## src/ilsel_pkg.sv

```systemverilog
// ---------------------------------------------------------------
// How it works
// - Independent bit set: secondary divider uses its own divider word.
// - Independent bit clear: secondary divider copies the primary divider word.
// - Bit 6 set: tuning voltage forced to midsupply on clock failure.
// - Bit 6 clear: charge pump tristated on clock failure.
// - Mode field resets to 000: nonrevertive, revertive, force primary, force secondary.
// - Mode bit 4 high: external select pin chooses, low primary, high secondary.
// - Bit 1 bypasses secondary divider, divide by one.
// - Bit 0 bypasses primary divider, divide by one.
// - Zero resistor code maps to 883, 677, 341, 135, 10 kOhm or external.
// ---------------------------------------------------------------
package ilsel_pkg;

   // Register indices; byte address is four times the index
   localparam logic [7:0] PRI_DIV_LO_IDX = 8'h10;
   localparam logic [7:0] PRI_DIV_HI_IDX = 8'h11;
   localparam logic [7:0] SEC_DIV_LO_IDX = 8'h12;
   localparam logic [7:0] SEC_DIV_HI_IDX = 8'h13;
   localparam logic [7:0] MISC_IDX       = 8'h1c;
   localparam logic [7:0] ZRES_IDX       = 8'h1d;
   localparam logic [7:0] STATUS_IDX     = 8'h20;

   localparam logic [7:0] PRI_DIV_LO_ADDR = 8'(PRI_DIV_LO_IDX * 4);
   localparam logic [7:0] PRI_DIV_HI_ADDR = 8'(PRI_DIV_HI_IDX * 4);
   localparam logic [7:0] SEC_DIV_LO_ADDR = 8'(SEC_DIV_LO_IDX * 4);
   localparam logic [7:0] SEC_DIV_HI_ADDR = 8'(SEC_DIV_HI_IDX * 4);
   localparam logic [7:0] MISC_ADDR       = 8'(MISC_IDX * 4);
   localparam logic [7:0] ZRES_ADDR       = 8'(ZRES_IDX * 4);
   localparam logic [7:0] STATUS_ADDR     = 8'(STATUS_IDX * 4);

   // Misc control field positions
   localparam int MISC_INDEP_BIT   = 7;
   localparam int MISC_MIDSUP_BIT  = 6;
   localparam int MISC_PIN_BIT     = 4;
   localparam int MISC_SEC_BYP_BIT = 1;
   localparam int MISC_PRI_BYP_BIT = 0;

   // Writable bit masks; reserved bits are cleared
   localparam logic [7:0] MISC_MASK = 8'hdf;
   localparam logic [7:0] ZRES_MASK = 8'h0f;

   // Values after reset
   localparam logic [7:0] MISC_RST   = 8'h00;
   localparam logic [7:0] ZRES_RST   = 8'h00;
   localparam logic [7:0] DIV_LO_RST = 8'h01;
   localparam logic [7:0] DIV_HI_RST = 8'h00;

   // Reference mode codes, bits 3:2 with bit 4 low
   localparam logic [1:0] MODE_NONREV = 2'h0;
   localparam logic [1:0] MODE_REVERT = 2'h1;
   localparam logic [1:0] MODE_PRI    = 2'h2;
   localparam logic [1:0] MODE_SEC    = 2'h3;

   // Active reference, one-hot
   typedef enum logic [1:0] {
      ILSEL_PRI = 2'b01,
      ILSEL_SEC = 2'b10
   } ilsel_ref_t;

endpackage
```

## src/ilsel_ctrl.sv

```systemverilog
`timescale 1ns/1ps
module ilsel_ctrl
(
   input  wire logic        clk_in,
   input  wire logic        resetn_in,
   input  wire logic        psel_in,
   input  wire logic        penable_in,
   input  wire logic        pwrite_in,
   input  wire logic [7:0]  paddr_in,
   input  wire logic [31:0] pwdata_in,
   input  wire logic [3:0]  pstrb_in,
   output logic             pready_out,
   output logic             pslverr_out,
   output logic [31:0]      prdata_out,
   input  wire logic        primary_fail_in,
   input  wire logic        secondary_fail_in,
   input  wire logic        feedback_fail_in,
   input  wire logic        ref_select_pin_in,
   output logic             use_secondary_out,
   output logic [15:0]      primary_div_out,
   output logic [15:0]      secondary_div_out,
   output logic             tune_midsupply_out,
   output logic             pump_tristate_out,
   output logic [4:0]       zero_res_onehot_out,
   output logic             zero_res_external_out
);

   // ---------------------------------------------------------------
   // State
   // ---------------------------------------------------------------
   typedef struct packed {
      logic [7:0]          pri_lo;
      logic [7:0]          pri_hi;
      logic [7:0]          sec_lo;
      logic [7:0]          sec_hi;
      logic [7:0]          misc;
      logic [7:0]          zres;
      ilsel_pkg::ilsel_ref_t sel;
      logic [31:0]         rdata;
      logic [15:0]         pri_div;
      logic [15:0]         sec_div;
      logic                tune_mid;
      logic                pump_tri;
      logic [4:0]          rz_onehot;
      logic                rz_ext;
   } ilsel_state_t;

   ilsel_state_t s;
   ilsel_state_t next_s;

   logic        setup;
   logic        access;
   logic        hit;
   logic        wr;
   logic        clk_fail;
   logic [15:0] pri_word;
   logic [15:0] sec_word;

   // Divider word 0 or 1 already divides by one, so bypass folds in here
   function automatic logic [15:0] eff_div(input logic [15:0] word,
                                           input logic        bypass);
      if (bypass || word <= 16'h0001)
         eff_div = 16'h0001;
      else
         eff_div = word;
   endfunction

   // ---------------------------------------------------------------
   // Bus decode
   // ---------------------------------------------------------------
   // Zero wait states: every access completes in its first access cycle
   assign setup  = psel_in && !penable_in;
   assign access = psel_in && penable_in;
   assign hit    = paddr_in == ilsel_pkg::PRI_DIV_LO_ADDR || paddr_in == ilsel_pkg::PRI_DIV_HI_ADDR
                || paddr_in == ilsel_pkg::SEC_DIV_LO_ADDR || paddr_in == ilsel_pkg::SEC_DIV_HI_ADDR
                || paddr_in == ilsel_pkg::MISC_ADDR || paddr_in == ilsel_pkg::ZRES_ADDR
                || paddr_in == ilsel_pkg::STATUS_ADDR;
   assign wr     = access && pwrite_in && hit && pstrb_in[0];

   assign pready_out  = 1'b1;
   assign pslverr_out = access && !hit;  // Unmapped address answers with an error

   // Failure seen by the active loop: feedback or the reference in use
   assign clk_fail = feedback_fail_in
                  || (s.sel == ilsel_pkg::ILSEL_SEC ? secondary_fail_in : primary_fail_in);

   // ---------------------------------------------------------------
   // Next state
   // ---------------------------------------------------------------
   always_comb
   begin
      next_s = s;

      // Register writes; reserved bits are masked off
      // reserved bits zero
      if (wr)
      begin
         case (paddr_in)
            ilsel_pkg::PRI_DIV_LO_ADDR: next_s.pri_lo = pwdata_in[7:0];
            ilsel_pkg::PRI_DIV_HI_ADDR: next_s.pri_hi = pwdata_in[7:0];
            ilsel_pkg::SEC_DIV_LO_ADDR: next_s.sec_lo = pwdata_in[7:0];
            ilsel_pkg::SEC_DIV_HI_ADDR: next_s.sec_hi = pwdata_in[7:0];
            ilsel_pkg::MISC_ADDR:       next_s.misc   = pwdata_in[7:0] & ilsel_pkg::MISC_MASK;
            ilsel_pkg::ZRES_ADDR:       next_s.zres   = pwdata_in[7:0] & ilsel_pkg::ZRES_MASK;
            default:                    next_s.rdata  = s.rdata;
         endcase
      end

      // Read data is latched in the setup cycle and held through access
      if (setup)
      begin
         case (paddr_in)
            ilsel_pkg::PRI_DIV_LO_ADDR: next_s.rdata = {24'h000000, s.pri_lo};
            ilsel_pkg::PRI_DIV_HI_ADDR: next_s.rdata = {24'h000000, s.pri_hi};
            ilsel_pkg::SEC_DIV_LO_ADDR: next_s.rdata = {24'h000000, s.sec_lo};
            ilsel_pkg::SEC_DIV_HI_ADDR: next_s.rdata = {24'h000000, s.sec_hi};
            ilsel_pkg::MISC_ADDR:       next_s.rdata = {24'h000000, s.misc};
            ilsel_pkg::ZRES_ADDR:       next_s.rdata = {24'h000000, s.zres};
            ilsel_pkg::STATUS_ADDR:     next_s.rdata = {28'h0000000, s.pump_tri, s.tune_mid,
                                                        clk_fail, s.sel == ilsel_pkg::ILSEL_SEC};
            default:                    next_s.rdata = 32'h00000000;
         endcase
      end

      // Reference selection
      // pin selects
      if (s.misc[ilsel_pkg::MISC_PIN_BIT])
         next_s.sel = ref_select_pin_in ? ilsel_pkg::ILSEL_SEC : ilsel_pkg::ILSEL_PRI;
      else
      begin
         case (s.misc[3:2])
            ilsel_pkg::MODE_PRI: next_s.sel = ilsel_pkg::ILSEL_PRI;
            ilsel_pkg::MODE_SEC: next_s.sel = ilsel_pkg::ILSEL_SEC;
            ilsel_pkg::MODE_REVERT:
            begin
               // Primary always wins back once it is healthy
               if (!primary_fail_in)
                  next_s.sel = ilsel_pkg::ILSEL_PRI;
               else if (!secondary_fail_in)
                  next_s.sel = ilsel_pkg::ILSEL_SEC;
            end
            default:
            begin
               // Nonrevertive: switch only away from a failed input
               if (s.sel == ilsel_pkg::ILSEL_PRI && primary_fail_in && !secondary_fail_in)
                  next_s.sel = ilsel_pkg::ILSEL_SEC;
               else if (s.sel == ilsel_pkg::ILSEL_SEC && secondary_fail_in && !primary_fail_in)
                  next_s.sel = ilsel_pkg::ILSEL_PRI;
            end
         endcase
      end

      // Divider ratios
      // primary bypass
      next_s.pri_div = eff_div(pri_word, s.misc[ilsel_pkg::MISC_PRI_BYP_BIT]);
      next_s.sec_div = eff_div(s.misc[ilsel_pkg::MISC_INDEP_BIT] ? sec_word : pri_word,
                               s.misc[ilsel_pkg::MISC_SEC_BYP_BIT]);

      next_s.tune_mid = clk_fail && s.misc[ilsel_pkg::MISC_MIDSUP_BIT];
      next_s.pump_tri = clk_fail && !s.misc[ilsel_pkg::MISC_MIDSUP_BIT];

      // resistor decode; undefined codes above 1000 fall to external
      next_s.rz_ext    = s.zres[3];
      next_s.rz_onehot = 5'h00;
      if (!s.zres[3])
      begin
         case (s.zres[2:0])
            3'h0:    next_s.rz_onehot = 5'h01;
            3'h1:    next_s.rz_onehot = 5'h02;
            3'h2:    next_s.rz_onehot = 5'h04;
            3'h3:    next_s.rz_onehot = 5'h08;
            default: next_s.rz_onehot = 5'h10;
         endcase
      end

      // Control state returns to defaults under reset
      // mode resets to 000
      if (!resetn_in)
      begin
         next_s.pri_lo    = ilsel_pkg::DIV_LO_RST;
         next_s.pri_hi    = ilsel_pkg::DIV_HI_RST;
         next_s.sec_lo    = ilsel_pkg::DIV_LO_RST;
         next_s.sec_hi    = ilsel_pkg::DIV_HI_RST;
         next_s.misc      = ilsel_pkg::MISC_RST;
         next_s.zres      = ilsel_pkg::ZRES_RST;
         next_s.sel       = ilsel_pkg::ILSEL_PRI;
         next_s.rdata     = 32'h00000000;
         next_s.pri_div   = 16'h0001;
         next_s.sec_div   = 16'h0001;
         next_s.tune_mid  = 1'b0;
         next_s.pump_tri  = 1'b0;
         next_s.rz_onehot = 5'h01;
         next_s.rz_ext    = 1'b0;
      end
   end

   assign pri_word = {s.pri_hi, s.pri_lo};
   assign sec_word = {s.sec_hi, s.sec_lo};

   // Single state register, synchronous reset folded into next_s
   always_ff @(posedge clk_in)
   begin
      s <= next_s;
   end

   // ---------------------------------------------------------------
   // Outputs
   // ---------------------------------------------------------------
   assign prdata_out            = s.rdata;
   assign use_secondary_out     = s.sel == ilsel_pkg::ILSEL_SEC;
   assign primary_div_out       = s.pri_div;
   assign secondary_div_out     = s.sec_div;
   assign tune_midsupply_out    = s.tune_mid;
   assign pump_tristate_out     = s.pump_tri;
   assign zero_res_onehot_out   = s.rz_onehot;
   assign zero_res_external_out = s.rz_ext;
endmodule // ilsel_ctrl

```

## config.mk

```make
export PLATFORM = sky130hd
export DESIGN_NAME = ilsel_ctrl
export DESIGN_NICKNAME = d
export VERILOG_FILES = /design/src/ilsel_pkg.sv /design/src/ilsel_ctrl.sv
export SDC_FILE = /design/constraint.sdc
export NUM_CORES = 1
export LEC_CHECK = 0
export ABC_AREA = 0
export BUFFER_PORTS_ARGS = -buffer_cell sky130_fd_sc_hd__buf_2
export CAP_MARGIN = 20
export CORE_MARGIN = 2
export CORE_UTILIZATION = 52
export DETAILED_ROUTE_END_ITERATION = 6
export PLACE_DENSITY_LB_ADDON = 0.08
export SLEW_MARGIN = 25
export SYNTH_ARGS = -nofsm -noshare
export SYNTH_HDL_FRONTEND = slang
export SYNTH_SLANG_ARGS = --single-unit
```

## constraint.sdc

```tcl
create_clock -name clk_in -period 1.98 [get_ports clk_in]
set_input_delay 0.198 -clock clk_in [delete_from_list [all_inputs] [get_ports clk_in]]
set_output_delay 0.198 -clock clk_in [all_outputs]
set_load 0.005 [all_outputs]
```

=== After elaboration in Yosys (flattened, before gate mapping) ===
Index checks and enable logic that the tools add are counted.

* Eq/ne operators: 16
* Multiplexer cells: 12
* Bitwise operators: 1
* $lt $le $gt $ge: 2
* Reductions and logical operators: 38

{| class="wikitable"
|+ Operators with widths
! cell !! count
|-
| $pmux 8 s7 || 1
|-
| $eq 8x7->1 const B || 6
|-
| $le 16x1->1 const B || 2
|-
| $pmux 5 s4 || 1
|-
| $mux 16 || 1
|-
| $reduce_and 2->1 || 7
|-
| $logic_and 1x1->1 || 12
|-
| $mux 2 || 6
|-
| $logic_or 1x1->1 || 9
|-
| $eq 8x8->1 const B || 1
|-
| $eq 2x2->1 const B || 3
|-
| $eq 3x2->1 const B || 2
|-
| $pmux 2 s3 || 1
|-
| $reduce_bool 6->1 || 1
|-
| $reduce_or 2->1 || 3
|-
| $logic_not 1->1 || 5
|-
| $eq 2x1->1 const B || 2
|-
| $ne 4x4->1 const B || 1
|-
| $eq 3x1->1 const B || 1
|-
| $logic_not 3->1 || 1
|-
| $mux 1 || 2
|-
| $not 1->1 || 1
|}

* Output and inout port bits: 75
* Input port bits: 53
* Register bits after elaboration: 117

=== Logic depth before layout (Yosys ltp) ===
* Word-level depth: 10
* Depth in mapped cells: 7
* Depth with buffers taken out: 5

=== Least setup slack after synthesis ===
No wires, ideal clock.

* Path type: input-to-reg
* Start: input paddr_in[5]
* End: register s, in the netlist pri_word[10]
* Arrival: 1.669 ns
* Stages: 5
* Slack: 0.194 ns
* Data required time: 1.864 ns
* Library setup time: 0.116 ns
* Cell sequence: or4b_1 > buf_2 > nor4_4 > mux2i_1 > nor2b_1

* Longest elaborated chain between the ends: 10

{| class="wikitable"
|+ RTL lines
! item !! RTL line !! RTL
|-
| start: declaration || ilsel_ctrl.sv:9 || <nowiki>input wire logic [7:0] paddr_in,</nowiki>
|-
| $eq 8x7->1, on equally long branches || ilsel_ctrl.sv:74, ilsel_ctrl.sv:98 ||
|-
| $logic_or 1x1->1 || ilsel_ctrl.sv:74 || <nowiki>assign hit = paddr_in == ilsel_pkg::PRI_DIV_LO_ADDR || paddr_in == ilsel_pkg::PRI_DIV_HI_ADDR</nowiki>
|-
| $logic_or 1x1->1 (2 in series) || ilsel_ctrl.sv:75 || <nowiki>|| paddr_in == ilsel_pkg::SEC_DIV_LO_ADDR || paddr_in == ilsel_pkg::SEC_DIV_HI_ADDR</nowiki>
|-
| $logic_or 1x1->1 (2 in series) || ilsel_ctrl.sv:76 || <nowiki>|| paddr_in == ilsel_pkg::MISC_ADDR || paddr_in == ilsel_pkg::ZRES_ADDR</nowiki>
|-
| $logic_or 1x1->1 || ilsel_ctrl.sv:77 || <nowiki>|| paddr_in == ilsel_pkg::STATUS_ADDR;</nowiki>
|-
| $logic_and 1x1->1 (2 in series) || ilsel_ctrl.sv:78 || <nowiki>assign wr = access && pwrite_in && hit && pstrb_in[0];</nowiki>
|-
| $reduce_and 2->1 (no line) * || -- ||
|-
| end signal: assignment || ilsel_ctrl.sv:203 || <nowiki>s <= next_s;</nowiki>
|-
| end: declaration || ilsel_ctrl.sv:48 || <nowiki>ilsel_state_t s;</nowiki>
|}

Every way passes the cells marked *; elsewhere a longest branch is shown, timed or not.
A chain may end at the register's enable or synchronous reset.

=== Worst setup path in the final report ===
* Start: register s, in the netlist pri_word[2]
* End: register s, in the netlist secondary_div_out[0]

* Longest elaborated chain between the ends: 4

{| class="wikitable"
|+ RTL lines
! item !! RTL line !! RTL
|-
| $mux 16 || ilsel_ctrl.sv:156 || <nowiki>next_s.sec_div = eff_div(s.misc[ilsel_pkg::MISC_INDEP_BIT] ? sec_word : pri_word,</nowiki>
|-
| $le 16x1->1 || ilsel_ctrl.sv:62 || <nowiki>if (bypass || word <= 16'h0001)</nowiki>
|-
| $logic_or 1x1->1 || ilsel_ctrl.sv:62 ||
|-
| $reduce_or 2->1 (no line) || -- ||
|}

No other way between the ends.

==> impl_metrics.toml <==
[worst_setup_path]
critPathKind = "register to register"
worst-endpoint-arrival_ns = 2.12
cp_data_required_time_ns = 2.27
rrSetupSlack_ns = 0.15
endpoint_kind = "register"
startpoint_type = "register"
critPathMaxFanout = 6

[synthesis]
async_reset_ff_share_pct = 0
ys.flop_type = "dfxtp_1"
synth_seq_cells = 93
synth-edff-count = 0
synth_seq_area_share_pct = 42.6
synth_cells = 442
yosysWarnings = 0
syn_area_per_cell_um2 = 9.88
syn-cell-area_um2 = 4370
yosysUniqueCellTypes = 47

[global_routing]
grt_pass1_vias = 2832
grt_pass1_wl_mm = 15.2
track_usage_pct = 22.3
grt_max_degree = 33
antenna_found_initial = 0
overflow = 0

[clock_tree]
cts_max_level = 3
path_clk_slew_ns = 0.09
cts.sinks = 93
clk_latency_ns = 0.35
post_cts_resized = 0
cts_buffer_depth = 2
root_buffer = "clkbuf_8"
cts_buffers = 9
cts_tree = "done"
cts_setup_buffers = 0
hold_buffers = 0

[die]
chipHeight_um = 95.7
dieArea_um2 = 9150
coreArea_um2 = 8180
die_x_um = 95.7
io-pin-count = 128
rows = 33
initial_core_util_pct = 53.4

[route]
wirelength_mm = 9.86
ant_nets = 0
drt_iter0_drc = 286
drc_errors = 0
dr.pass1.iters = 4
dr_total_vias = 3147
viasPerCell = 5.30
route.detailed.wl_per_inst_um = 16.6

[sta]
period_needed_ns = 1.83
finClkSkew_ns = 0.0120
setup-tns-final_ns = 0
fin_crit_sh_pct = 92.2
rsz0062_at_grt = "no"
timing.final.ws_setup_ns = 0.154
whs_ns = 0.157
drv_slew = 0
hold_viol = 0
setup_viol = 0
tightest_slew_ns = 0.497
fmax_mhz = 548
slew_headroom_pct = 66.8

[finish]
drive_gt1_share_pct = 24.5
nets = 537
area_growth_syn_to_layout_pct = 8.59
num_antenna_cells = 0
n_fill_cell = 747

[power_and_ir_drop]
power_density_nw_per_um2 = 702
ir_drop_uv = 370
p_leak_nw = 2.07

[place]
gp_congestion = 0.870
hpwl_mm = 7.22
port_buffers = 75
pre_cts_slack_ns = 0.131

[outcome]
outcome = "complete, no violations"

[min_path]
min_path_type = "primary input to register"

[flow_run]
cap_violations = 0
where the power goes:
| group | internal (mW) | switching (mW) | total [mW] |
|---|---|---|---|
| Clock | 0.596 | 0.678 | 1.27 |
| Combinational | 0.0681 | 0.111 | 0.179 |
| Sequential | 1.87 | 0.00458 | 1.88 |
flip-flops by register name (all words and copies together) (netlist names):
| register | flops |
|---|---|
| prdata_out | 8 |
| zero_res_onehot_out | 5 |
| s | 29 |
| tune_midsupply_out | 1 |
| primary_div_out | 16 |
| pump_tristate_out | 1 |
| pri_word | 16 |
| zero_res_external_out | 1 |
| secondary_div_out | 16 |
per-stage QoR:
stage	total power, mW	utilization (%)	cell area [µm²]	std cells
after global routing	3.46	58.0	4740	594
after CTS	3.36	58.0	4740	594
after global placement	2.10	55.6	4550	578
after detailed placement	2.10	55.6	4550	578
final	3.33	58.0	4740	594
after floorplan	2.05	-	4450	465
final timing paths:
check,end,start,depth (start not counted)
worst min-delay path,s[72],ref_select_pin_in,3
worst max register to register,secondary_div_out[0],pri_word[2],5
worst max-delay path,secondary_div_out[0],pri_word[2],5
worst min register to register,prdata_out[5],prdata_out[5],1
cells in the mapped netlist, drive strengths merged (5+ instances only):
master,count,area share [%]
and3,7,1.0
nor4,8,1.6
nand4,5,0.72
dfxtp,93,43
nand2,13,1.1
buf,74,12
mux2i,62,14
clkbuf,14,1.2
nor2,28,2.4
a22oi,10,1.7
and2,15,2.1
nor3,5,0.95
nor2b,47,6.7
a22o,8,1.6
o21ai,5,0.57
nand3,8,0.92
critical path: stages (launching register included):
cell and delay [ns]:
dfxtp_1 0.38, nor4_1 0.44, nand4_1 0.29, o21ai_0 0.34
buf_4 0.21, a211o_1 0.10
layout make-up:
type,instances,area [µm²],area share [%]
inverter,2,7.51,0.158
multi-input combinational,282,1990,41.9
clock buffer,10,128,2.69
tap,105,131,2.77
sequential,93,1860,39.3
clock inverter,6,68.8,1.45
timing repair buffer,96,558,11.8
cell usage in the layout, fill, tap and decap left out, types with 2 or more instances in the layout:
master / instances
nor4b_1: 3
dfxtp_1: 93
mux4_2: 2
nand2b_1: 2
or4b_1: 2
o21ai_0: 5
nor3_1: 3
and2_1: 14
and3_1: 7
a22o_1: 8
inv_1: 2
buf_4: 19
clkbuf_8: 9
o22ai_1: 4
and4_1: 2
conb_1: 25
nor2b_1: 47
a211o_1: 4
nand4_1: 5
mux2i_1: 62
nand2_1: 13
buf_2: 75
mux2_2: 3
nand3_1: 8
a22oi_1: 10
nor4_1: 6
inv_6: 3
buf_12: 2
nor2_1: 28
routing by layer:
layer / wire, µm / share of wire [%] / global-route usage [%]
met1: 4710 / 48 / 31.2
met2: 4540 / 46 / 34.5
met3: 446 / 4.5 / 3.56
met4: 167 / 1.7 / 8.69
met5: 0 / 0 / 0
cell families after synthesis:
group	after synthesis	synth area share, %
AOI/OAI and AO/OA	41	7.16
muxes	67	16.0
other	2	0.172
buffers and inverters	90	13.8
DFF	93	42.6
and+or+nand+nor	149	20.2
(Power assumes the default switching activity.)
